--- config.mk ---
export PLATFORM = sky130hd
export DESIGN_NAME = aspc_port
export DESIGN_NICKNAME = d
export VERILOG_FILES = /design/src/include/aspc_pkg.sv /design/src/core/aspc_fifo.sv /design/src/core/aspc_port.sv
export SDC_FILE = /design/constraint.sdc
export NUM_CORES = 1
export LEC_CHECK = 0
export ABC_CLOCK_PERIOD_IN_PS = 4400
export BUFFER_PORTS_ARGS = -buffer_cell sky130_fd_sc_hd__buf_2
export CORE_MARGIN = 10
export CORE_UTILIZATION = 30
export DETAILED_ROUTE_END_ITERATION = 7
export GPL_TIMING_DRIVEN = 0
export SLEW_MARGIN = 20
export SYNTH_ARGS = -nofsm -noshare
export SYNTH_HDL_FRONTEND = slang
export SYNTH_SLANG_ARGS = --single-unit
--- constraint.sdc ---
create_clock -name clk_i -period 4.4 [get_ports clk_i]
set_clock_uncertainty 0.15 [all_clocks]
set_input_delay 0.44 -clock clk_i [delete_from_list [all_inputs] [get_ports clk_i]]
set_output_delay 0.44 -clock clk_i [all_outputs]
set_load 0.02 [all_outputs]
--- src/include/aspc_pkg.sv ---
// Shared constants for the converter serial port control block
package aspc_pkg;
  localparam int          CLK_PERIOD_NS    = 10;
  localparam int          WORD_BITS        = 24;
  localparam int          FIFO_DEPTH       = 32;
  // Self-clock half period, in ns, and in cycles (rounded down, at least one)
  localparam int          SCLK_HALF_NS     = 100;
  localparam int          SCLK_HALF_CYC    = (SCLK_HALF_NS / CLK_PERIOD_NS) < 1 ? 1 :
                                             (SCLK_HALF_NS / CLK_PERIOD_NS);
  localparam int          CTRL_BURNOUT_BIT = 20;
  localparam int          CTRL_CAL_SEL_BIT = 21;
  localparam logic [23:0] CTRL_RESET       = 24'h00_0000;
  localparam logic [23:0] CAL_RESET        = 24'h00_0000;
  // Synchroniser vector layout
  localparam int          S_MODE           = 0;
  localparam int          S_RFS            = 1;
  localparam int          S_TFS            = 2;
  localparam int          S_SEL            = 3;
  localparam int          S_FSYNC          = 4;
  localparam int          S_SCLK           = 5;
  localparam int          S_SDATA          = 6;
  localparam int          S_WIDTH          = 7;
  localparam logic [6:0]  SYNC_RESET       = 7'h7E;

  typedef enum logic [1:0] {
    ASPC_TGT_CTRL,
    ASPC_TGT_DATA,
    ASPC_TGT_CAL
  } aspc_tgt_t;

  typedef enum logic [1:0] {
    ASPC_IDLE,
    ASPC_READ,
    ASPC_WRITE,
    ASPC_DONE
  } aspc_state_t;
endpackage

--- src/core/aspc_fifo.sv ---
// Conversion word FIFO with valid/ready on both sides
`timescale 1ns/100ps
module aspc_fifo #(
  parameter int WIDTH = 24,
  parameter int DEPTH = 32
) (
  input  wire logic             clk_i,
  input  wire logic             rstn_i,
  input  wire logic             in_valid_i,
  output logic                  in_ready_o,
  input  wire logic [WIDTH-1:0] in_data_i,
  output logic                  out_valid_o,
  input  wire logic             out_ready_i,
  output logic      [WIDTH-1:0] out_data_o
);
  localparam int AW = $clog2(DEPTH);

  logic [WIDTH-1:0] mem [DEPTH];
  logic [AW:0]      wr_ptr;
  logic [AW:0]      rd_ptr;
  logic             full;
  logic             empty;

  assign empty       = (wr_ptr == rd_ptr);
  assign full        = (wr_ptr[AW-1:0] == rd_ptr[AW-1:0]) && (wr_ptr[AW] != rd_ptr[AW]);
  assign in_ready_o  = !full;
  assign out_valid_o = !empty;
  assign out_data_o  = mem[rd_ptr[AW-1:0]];

  always_ff @(posedge clk_i) begin
    if (in_valid_i && !full) begin
      mem[wr_ptr[AW-1:0]] <= in_data_i;
    end
  end

  always_ff @(posedge clk_i) begin
    if (!rstn_i) begin
      wr_ptr <= '0;
    end else if (in_valid_i && !full) begin
      wr_ptr <= wr_ptr + 1'b1;
    end
  end

  always_ff @(posedge clk_i) begin
    if (!rstn_i) begin
      rd_ptr <= '0;
    end else if (out_ready_i && !empty) begin
      rd_ptr <= rd_ptr + 1'b1;
    end
  end
endmodule // aspc_fifo

--- src/core/aspc_port.sv ---
// Serial port control of the sigma-delta converter: clocking, framing, registers
`timescale 1ns/100ps
module aspc_port
  import aspc_pkg::*;
#(
  parameter int WORD  = WORD_BITS,
  parameter int DEPTH = FIFO_DEPTH
) (
  input  wire logic            clk_i,
  input  wire logic            rstn_i,
  input  wire logic            mode_i,
  input  wire logic            receive_frame_strobe_n_i,
  input  wire logic            transmit_frame_strobe_n_i,
  input  wire logic            register_select_i,
  input  wire logic            filter_sync_n_i,
  input  wire logic            sclk_i,
  output logic                 sclk_o,
  output logic                 sclk_oe_o,
  input  wire logic            sdata_i,
  output logic                 sdata_o,
  output logic                 sdata_oe_o,
  output logic                 data_ready_n_o,
  input  wire logic            conv_valid_i,
  output logic                 conv_ready_o,
  input  wire logic [WORD-1:0] conv_data_i,
  output logic      [WORD-1:0] ctrl_word_o,
  output logic      [WORD-1:0] cal_word_o,
  output logic                 burnout_en_o,
  output logic                 filter_reset_o
);
  localparam int CW = $clog2(WORD + 1);
  localparam int DW = $clog2(SCLK_HALF_CYC + 1);

  logic [S_WIDTH-1:0] sync1;
  logic [S_WIDTH-1:0] sync2;
  logic               sclk_q;
  aspc_state_t        state;
  logic [WORD-1:0]    shreg;
  logic [CW-1:0]      bitcnt;
  logic [DW-1:0]      div;
  logic               self_clk;
  logic               rfs_n;
  logic               tfs_n;
  logic               fall_ev;
  logic               rise_ev;
  logic               in_frame;
  logic               last_bit;
  logic               fifo_valid;
  logic               fifo_pop;
  logic [WORD-1:0]    fifo_data;
  aspc_tgt_t          tgt;

  // Routing of an access by select pin and calibration-access bit
  function automatic aspc_tgt_t route(input logic sel, input logic cal);
    if (!sel) begin
      route = ASPC_TGT_CTRL;
    end else if (cal) begin
      route = ASPC_TGT_CAL;
    end else begin
      route = ASPC_TGT_DATA;
    end
  endfunction

  // All pins are asynchronous to clk_i
  always_ff @(posedge clk_i) begin
    if (!rstn_i) begin
      sync1 <= SYNC_RESET;
      sync2 <= SYNC_RESET;
    end else begin
      sync1 <= {sdata_i, sclk_i, filter_sync_n_i, register_select_i,
                transmit_frame_strobe_n_i, receive_frame_strobe_n_i, mode_i};
      sync2 <= sync1;
    end
  end

  assign self_clk = sync2[S_MODE];
  assign rfs_n    = sync2[S_RFS];
  assign tfs_n    = sync2[S_TFS];
  assign tgt      = route(sync2[S_SEL], ctrl_word_o[CTRL_CAL_SEL_BIT]);
  assign in_frame = (state == ASPC_READ) || (state == ASPC_WRITE);
  assign last_bit = (bitcnt == CW'(WORD - 1));

  always_ff @(posedge clk_i) begin
    if (!rstn_i) begin
      sclk_q <= 1'b1;
    end else begin
      sclk_q <= sync2[S_SCLK];
    end
  end

  // Edge source: own divider in self-clocking, sampled host clock otherwise
  always_comb begin
    if (self_clk) begin
      fall_ev = in_frame && (div == '0) && sclk_o;
      rise_ev = in_frame && (div == '0) && !sclk_o;
    end else begin
      fall_ev = in_frame && sclk_q && !sync2[S_SCLK];
      rise_ev = in_frame && !sclk_q && sync2[S_SCLK];
    end
  end

  always_ff @(posedge clk_i) begin
    if (!rstn_i || !in_frame || !self_clk || div == '0) begin
      div <= DW'(SCLK_HALF_CYC - 1);
    end else begin
      div <= div - 1'b1;
    end
  end

  always_ff @(posedge clk_i) begin
    if (!rstn_i || !in_frame || !self_clk) begin
      sclk_o <= 1'b1;
    end else if (fall_ev) begin
      sclk_o <= 1'b0;
    end else if (rise_ev) begin
      sclk_o <= 1'b1;
    end
  end

  assign sclk_oe_o = self_clk && in_frame;

  // Frame sequencing; a strobe going high aborts the word at once
  always_ff @(posedge clk_i) begin
    if (!rstn_i) begin
      state <= ASPC_IDLE;
    end else begin
      unique case (state)
        ASPC_IDLE: begin
          if (!rfs_n) begin
            state <= ASPC_READ;
          end else if (!tfs_n) begin
            state <= ASPC_WRITE;
          end
        end
        ASPC_READ: begin
          if (rfs_n || (rise_ev && last_bit)) begin
            state <= rfs_n ? ASPC_IDLE : ASPC_DONE;
          end
        end
        ASPC_WRITE: begin
          if (tfs_n || (rise_ev && last_bit)) begin
            state <= tfs_n ? ASPC_IDLE : ASPC_DONE;
          end
        end
        ASPC_DONE: begin
          if (rfs_n && tfs_n) begin
            state <= ASPC_IDLE;
          end
        end
      endcase
    end
  end

  always_ff @(posedge clk_i) begin
    if (!rstn_i || !in_frame) begin
      bitcnt <= '0;
    end else if (rise_ev) begin
      bitcnt <= bitcnt + 1'b1;
    end
  end

  // Read words load at frame start; data register pops the FIFO head
  assign fifo_pop = (state == ASPC_IDLE) && !rfs_n && (tgt == ASPC_TGT_DATA);

  always_ff @(posedge clk_i) begin
    if (!rstn_i) begin
      shreg <= '0;
    end else if (state == ASPC_IDLE && !rfs_n) begin
      unique case (tgt)
        ASPC_TGT_CTRL: shreg <= ctrl_word_o;
        ASPC_TGT_CAL:  shreg <= cal_word_o;
        ASPC_TGT_DATA: shreg <= fifo_valid ? fifo_data : '0;
      endcase
    end else if (state == ASPC_READ && fall_ev && bitcnt != '0) begin
      shreg <= {shreg[WORD-2:0], 1'b0};
    end else if (state == ASPC_WRITE && rise_ev) begin
      shreg <= {shreg[WORD-2:0], sync2[S_SDATA]};
    end
  end

  assign sdata_o    = shreg[WORD-1];
  assign sdata_oe_o = (state == ASPC_READ);

  // Written words commit only when all bits have arrived
  always_ff @(posedge clk_i) begin
    if (!rstn_i) begin
      ctrl_word_o <= CTRL_RESET;
    end else if (state == ASPC_WRITE && !tfs_n && rise_ev && last_bit
                 && tgt == ASPC_TGT_CTRL) begin
      ctrl_word_o <= {shreg[WORD-2:0], sync2[S_SDATA]};
    end
  end

  always_ff @(posedge clk_i) begin
    if (!rstn_i) begin
      cal_word_o <= CAL_RESET;
    end else if (state == ASPC_WRITE && !tfs_n && rise_ev && last_bit
                 && tgt == ASPC_TGT_CAL) begin
      cal_word_o <= {shreg[WORD-2:0], sync2[S_SDATA]};
    end
  end

  assign burnout_en_o = ctrl_word_o[CTRL_BURNOUT_BIT];

  always_ff @(posedge clk_i) begin
    if (!rstn_i) begin
      filter_reset_o <= 1'b0;
    end else begin
      filter_reset_o <= !sync2[S_FSYNC];
    end
  end

  assign data_ready_n_o = !fifo_valid;

  aspc_fifo #(
    .WIDTH (WORD),
    .DEPTH (DEPTH)
  ) u_fifo (
    .clk_i       (clk_i),
    .rstn_i      (rstn_i),
    .in_valid_i  (conv_valid_i),
    .in_ready_o  (conv_ready_o),
    .in_data_i   (conv_data_i),
    .out_valid_o (fifo_valid),
    .out_ready_i (fifo_pop),
    .out_data_o  (fifo_data)
  );

  a_sclk_mode_drive: assert property (@(posedge clk_i) disable iff (!rstn_i)
    sclk_oe_o |-> self_clk) else $error("serial clock driven in external mode");

  a_sclk_frame_start: assert property (@(posedge clk_i) disable iff (!rstn_i)
    (state == ASPC_IDLE && self_clk && !rfs_n) |=> sclk_oe_o)
    else $error("serial clock not driven after read strobe");

  a_sclk_strobe_rel: assert property (@(posedge clk_i) disable iff (!rstn_i)
    (state == ASPC_READ && rfs_n) |=> !sclk_oe_o)
    else $error("serial clock not released on strobe high");

  a_sclk_word_rel: assert property (@(posedge clk_i) disable iff (!rstn_i)
    (state == ASPC_READ && rise_ev && last_bit) |=> !sclk_oe_o && !sdata_oe_o)
    else $error("serial clock not released after full word");

  a_ctrl_route: assert property (@(posedge clk_i) disable iff (!rstn_i)
    (state == ASPC_WRITE && sync2[S_SEL]) |=> $stable(ctrl_word_o))
    else $error("control register written with select high");

  a_read_route: assert property (@(posedge clk_i) disable iff (!rstn_i)
    (state == ASPC_IDLE && !rfs_n && !sync2[S_SEL]) |=> shreg == $past(ctrl_word_o))
    else $error("control read did not load control register");

  a_filter_sync: assert property (@(posedge clk_i) disable iff (!rstn_i)
    !filter_sync_n_i ##1 !filter_sync_n_i ##1 !filter_sync_n_i |=> filter_reset_o)
    else $error("filter reset missing after sync asserted");

  a_burnout_bit: assert property (@(posedge clk_i) disable iff (!rstn_i)
    (state == ASPC_WRITE && !tfs_n && rise_ev && last_bit && tgt == ASPC_TGT_CTRL)
    |=> burnout_en_o == $past(shreg[CTRL_BURNOUT_BIT - 1]))
    else $error("burnout source does not follow control bit");

  a_bit_count: assert property (@(posedge clk_i) disable iff (!rstn_i)
    bitcnt <= CW'(WORD)) else $error("bit counter beyond word length");
endmodule // aspc_port

== After elaboration in Yosys (flattened, before gate mapping) ==
Memory sizes are Yosys's and may differ from the RTL's. A register that Yosys moved wholly into a read port is not among the register bits.
Index checks and enable logic that the tools add are counted.

* Register bits after elaboration: 112
* Memories kept: 1
* Input bits: 34
* Memory bits (writable): 768

* Muxes and demuxes: 23
* Equal/unequal tests: 13
* Reduce and logical (&&, ||, !) cells: 47
* Add/subtract/negate cells: 4

{| class="wikitable"
|+ Memory list
! name !! words !! width !! read ports !! clocked after Yosys merged registers in !! write ports !! line !! text
|-
| u_fifo.mem || 32 || 24 || 1 || 1 || 1 || aspc_fifo.sv:18 || <nowiki>logic [WIDTH-1:0] mem [DEPTH];</nowiki>
|}

{| class="wikitable"
|+ Operators by type and width
! operator !! count
|-
| two-way mux 24 bit || 4
|-
| case mux 24 bit (3 select lines) || 1
|-
| logical AND 1 bit || 23
|-
| two-way mux 2 bit || 9
|-
| adder 6 x 1 -> 6 bit (second input constant) || 2
|-
| logical NOT 1 bit || 11
|-
| two-way mux 5 bit || 2
|-
| case mux 2 bit (4 select lines) || 1
|-
| == test 2 bit (second input constant) || 3
|-
| == test 6 bit || 1
|-
| logical OR 1 bit || 6
|-
| two-way mux 1 bit || 6
|-
| adder 5 x 1 -> 5 bit (second input constant) || 1
|-
| == test 5 bit || 1
|-
| == test 5 bit (second input constant) || 1
|-
| nonzero test 5 bit || 1
|-
| == test 2 x 1 -> 1 bit (second input constant) || 2
|-
| logical NOT 2 bit || 2
|-
| logical NOT 4 bit || 1
|-
| inequality test 2 bit (second input constant) || 2
|-
| AND reduction 4 bit || 1
|-
| subtractor 4 x 1 -> 4 bit (second input constant) || 1
|-
| inequality test 3 bit (second input constant) || 1
|-
| nonzero test 3 bit || 1
|-
| 3 further kinds || 3
|}

== Depth between registers and ports, before layout ==
* Depth after elaboration: 9
* Depth in mapped cells: 10
* Mapped depth without buffers: 8

== Modules after synthesis ==
From an unflattened synthesis, not the netlist that was laid out.

* Cells, all modules: 2274
* Area, all modules: 34952.3 um^2

{| class="wikitable"
|+ Modules (own cells, without submodules)
! module !! times used !! sequential area each (um^2) !! area an instance (um^2) !! cells an instance
|-
| aspc_fifo || 1 || 23402.4 || 30660.7 || 1773
|-
| aspc_port || 1 || 2001.9 || 4291.6 || 501
|}

== Worst setup path before layout ==
Ideal clock, no wire load.

* Path type: register to register
* From: reg u_fifo.wr_ptr[3]
* To: mem u_fifo.mem[31][0], enable pin
* Setup time: 0.405 ns
* Arrival time: 2.610 ns
* Path slack: 1.235 ns
* Buffers on the path: 1
* Clock period less this slack: 3.165 ns
* Cell stages (with the launch flop): 7
* Data required time: 3.845 ns
* Cells stage by stage: dfxtp_1 buf_2 xor2_1 nor3_1 a31oi_1 nand2_1 nor2_1

* Word-level cells in the longest chain between the ends: 6

{| class="wikitable"
|+ RTL lines
! what !! line !! text
|-
| start: declaration || aspc_fifo.sv:19 || <nowiki>logic [AW:0] wr_ptr;</nowiki>
|-
| start signal: assignment || aspc_fifo.sv:40 || <nowiki>wr_ptr <= wr_ptr + 1'b1;</nowiki>
|-
| == test 5 bit || aspc_fifo.sv:25 || <nowiki>assign full = (wr_ptr[AW-1:0] == rd_ptr[AW-1:0]) && (wr_ptr[AW] != rd_ptr[AW]);</nowiki>
|-
| logical AND 1 bit || aspc_fifo.sv:25 ||
|-
| logical NOT 1 bit || aspc_fifo.sv:31 || <nowiki>if (in_valid_i && !full) begin</nowiki>
|-
| logical AND 1 bit || aspc_fifo.sv:31 ||
|-
| two-way mux 1 bit || aspc_fifo.sv:31 ||
|-
| two-way mux 1 bit (not written as such) || aspc_fifo.sv:32 || <nowiki>mem[wr_ptr[AW-1:0]] <= in_data_i;</nowiki>
|-
| end: declaration || aspc_fifo.sv:18 ||
|}

Parallel ways exist; a longest one is shown, timed or not.

==> results <==
- The post-synthesis instance total is 1,978.
- The startpoint-to-endpoint class of the critical path is flip-flop to flip-flop.
- The prevailing post-synth register cell is sky130_fd_sc_hd__edfxtp_1.
- Wires add up to 96.01 mm.
- The number of design-rule violations left by the first detailed-router iteration is 2,163.
- In this design, the critical path's most frequently occurring cell is sky130_fd_sc_hd__buf_2.
- The tightest slew margin relative to the limit is 15.76%.
- The flow ran to the end, and the final reports show no timing, DRC or antenna violations.
- The die area is 129,100 um^2.
- The post-synthesis to final-layout area growth is 18.34%.
- The wire length of the first global-routing pass is 138.9 mm.
- The portion of synthesized area spent on multiplexers is 14.14%.
- For this block, the via count after detailed routing is 19,360.
- The total congestion overflow is 0.
- The worst vdd rail ir drop is 0.0002886 V.
- Counting along the longest clock path gives a buffer depth of 3.
- The post-synthesis share of cell area spent on full adders, half adders and majority gates is 0.4710%.
- In this run, CTS created clock tree buffers numbering 92.
- The signal on the critical path passes through buf_4, buf_2, buf_2, nor2_1, nand2_1, clkbuf_1, o22ai_1, nor3_1, a22o_1.
- Counting flops with an async set or reset pin after synthesis yields a share of 0%.
- Setup repair after global routing left no endpoint under its margin.
- The total of fill cells in the finished design is 10,480.
- The worst setup path is captured at a flip-flop.
- The global routing usage summed across all routing layers is 14.39%.
- By area, the combinational part of the netlist is dominated by multiplexers.
- In the finished design, the share of the clock period the worst path needs comes to 93.90%.
- The family with the most delay on the worst path is buffers and inverters.
- The starting density of the core is 30.20%.
- The area share of the leading cell type in the synthesized netlist is 66.78%.
- The total of flip-flops plus latches after synthesis is 885.
- The count of nets left with antenna violations after detail routing is 0.
- The floorplan has 124 rows.
- Dividing the detail-routed wire length by the instance count gives 25.37 um.
- The count of boundary I/O pins is 90.
- Clock latency on the worst-skew pair, taken at its later pin, is 660 ps.
- The die height is 359.3 um.
- Summing all multi-input logic gate instances after layout gives 8836 um^2.
- After clock tree synthesis, the flow added hold-fix buffers numbering 9.
- From left edge to right edge, the die measures 359.3 um.
- Summed over all instances, the cell type with the most area after synthesis is sky130_fd_sc_hd__edfxtp_1.
- The power per cell area is 424.8 nW/um^2.
- The final weighted congestion of routability-driven global placement is 0.8683.
- Setup violations remaining at the end of the flow were counted as 0.
- By area the synthesized netlist is led by sky130_fd_sc_hd__edfxtp_1, sky130_fd_sc_hd__mux4_2, sky130_fd_sc_hd__dfxtp_1.
- The synthesized cell area is 34,530 um^2.
- The number of distinct library cells after synthesis is 61.
- The number of H-tree levels is 3.
- Adding up every negative setup slack in the final design gives 0 ps.
- Final hold analysis gives a worst-case slack of 138.8 ps.
- The portion of the post-synthesis area used by sequential elements is 73.56%.
- Entering global routing, the biggest net connects 33 pins.
- The number of remaining DRC errors is 0.
- Buffers placed on the I/O ports in this run total 88.
- The synthesized-area fraction occupied by xor and xnor cells is 0.5326%.
- Averaged over all synthesized cells, the footprint is 17.46 um^2.
- The total nets after synthesis is 2,025.
- The initial antenna violation count is 15.
- The final number of max-transition violations came to 0.
- The first detailed-routing pass took 6 iterations.
- The data required time at the worst endpoint is 4860 ps.
- After layout, the design draws a total of 17.36 mW.
- Summing the areas of all compound-gate instances in the mapped netlist gives 4.815% of the synthesized area.
- Data arrives at the worst endpoint at 4590 ps.
- The number of setup buffers added after CTS is 0.
- Once the clock tree was built, the resizer swapped 0 gates to a different size.
- The post-route netlist has 22.40% of its cells at a drive strength greater than 1.
- Across the run, the number of max-cap violations was 0.
- For the finished layout, the period the worst path requires is 4132 ps.
- Once layout is done, the placed cells without fillers occupy 40,870 um^2.
- Dividing the detail-routed via count by the number of cells gives 5.114.
- The stage delay of the slowest cell on the critical path is 860 ps.
- The final non-filler cell total is 3,785.
- The cell with the largest stage delay on the worst path is sky130_fd_sc_hd__nor3_1.
- The placeable core area is 114,300 um^2.
- In this run the worst path has a maximum fanout of 10.
- The number of nets in the finished design is 2,247.
- The analysis attributes to cell leakage a power of 12.74 nW.
- The number of global-route vias before repair is 19,680.
- The sequential cell area is 25,400 um^2.
- The clock tree from TritonCTS is yes.
- Timing would allow up to 0.2420 GHz.
- The total count of hold-check failures in the final report is 0.
- The cell sitting at the root of the clock tree is a sky130_fd_sc_hd__clkbuf_16.
- After clock tree synthesis, the clock-pin slew on the worst setup and hold paths is 70 ps.
- The actual slew at the worst max-slew pin is 1255 ps.
- The number of flops mapped to enable cells by yosys is 768.
- The worst setup path is launched from a flip-flop.
- The number of placed instances, taps included, is 3,609.
- In this run the worst hold path is classified as primary input to flip-flop.
- The area after detailed placement is 37,940 um^2.
- The number of buffers and inverters on the critical path is 4.
- Of the total synthesized cell area, the portion taken by AND, OR, NAND and NOR gates is 4.840%.
- The number of warnings reported in the yosys synthesis log is 0.
- The clock sink total is 885.
- The HPWL after detailed placement is 66.80 mm.
-- sequential cells by signal, indices dropped and copies added, names as in the netlist, named ones only --
name and cells:
u_fifo.rd_ptr 6, sync2 7, filter_reset_o 1, ctrl_word_o 24, u_fifo.wr_ptr 6, div 4
bitcnt 5, state 2, u_fifo.mem 768, cal_word_o 24, shreg 24, sclk_o 1
sync1 7, sclk_q 1
-- cell families (layout without fill, tap and decap cells) --
| family | count (synthesis) | after routing |
|---|---|---|
| other cells | 0 | 1 |
| simple gates | 362 | 362 |
| compound gates | 252 | 252 |
| fa+ha+maj | 13 | 13 |
| xor+xnor | 21 | 21 |
| flops | 885 | 885 |
| mux | 313 | 313 |
| buf+inv | 132 | 426 |
-- routing by layer --
| layer | part of all wire (%) | track usage (%) |
|---|---|---|
| met1 | 40 | 18.16 |
| met2 | 49 | 24.17 |
| met3 | 8.1 | 3.275 |
| met4 | 2.8 | 4.788 |
| met5 | 0.16 | 0 |
-- area by class of cell --
cell class / instances / share of cell area [%]
multi-input combinational: 961 / 21.62
antenna: 1 / 0.006123
clock inverter: 48 / 0.9889
sequential: 885 / 62.16
timing repair buffer: 128 / 3.276
clock buffer: 118 / 5.930
tap: 1512 / 4.629
buffer: 115 / 1.234
inverter: 17 / 0.1561
-- path summary, 6_finish.rpt --
path / from / to / slack (ps) / cells after the start
worst max-delay path: flip-flop / shreg[12]$_SDFFE_PN0P_ / 270 / 9
worst min-delay path: conv_data_i[22] / u_fifo.mem[28][22]$_DFFE_PP_ / 140 / 1
worst max register to register: flip-flop / shreg[12]$_SDFFE_PN0P_ / 270 / 9
worst min register to register: sync2[4]$_SDFF_PN1_ / filter_reset_o$_SDFF_PN0_ / 250 / 1
-- report_power, final --
group | total (mW) | internal (mW) | switching, mW
logic | 0.812 | 0.259 | 0.553
registers | 9.22 | 9.18 | 0.0359
clock network | 7.33 | 4.14 | 3.20
total | 17.4 | 13.6 | 3.79
-- per-stage QoR --
| step | setup slack, ps | util, % |
|---|---|---|
| 3_3_place_gp | -298.6 | 32.24 |
| 2_1_floorplan | 1235 | - |
| 5_1_grt | 121.1 | 35.74 |
| 3_5_place_dp | 204.2 | 33.18 |
| 4_1_cts | 165.9 | 35.73 |
| 6_report | 268.4 | 35.74 |
-- synth_stat cells (all sizes together), types with 7 or more instances --
cell    instances
a211oi         12
xor2           16
o21ai          10
nor3           26
nor2b          14
mux2i         128
mux2           50
clkbuf         71
a22o           15
a21oi          96
edfxtp        768
ha             13
nand2          95
a311oi         11
nand2b         15
mux4          135
nand4           8
o22ai          62
inv            16
a22oi          10
buf            44
dfxtp         117
nand4b          7
nor2          136
a221oi         10
nand3          31
-- placed cells by master, fill, tap and decap left out, types with 25 or more instances in the layout --
master,instances
sky130_fd_sc_hd__clkbuf_16,92
sky130_fd_sc_hd__a21oi_1,96
sky130_fd_sc_hd__o22ai_1,62
sky130_fd_sc_hd__buf_16,25
sky130_fd_sc_hd__nor2_4,31
sky130_fd_sc_hd__mux2_2,50
sky130_fd_sc_hd__nand3_1,31
sky130_fd_sc_hd__buf_2,112
sky130_fd_sc_hd__nor2_1,105
sky130_fd_sc_hd__mux2i_1,128
sky130_fd_sc_hd__dfxtp_1,117
sky130_fd_sc_hd__mux4_2,135
sky130_fd_sc_hd__nand2_1,94
sky130_fd_sc_hd__edfxtp_1,768
sky130_fd_sc_hd__clkbuf_1,93
(Power assumes the default switching activity.)
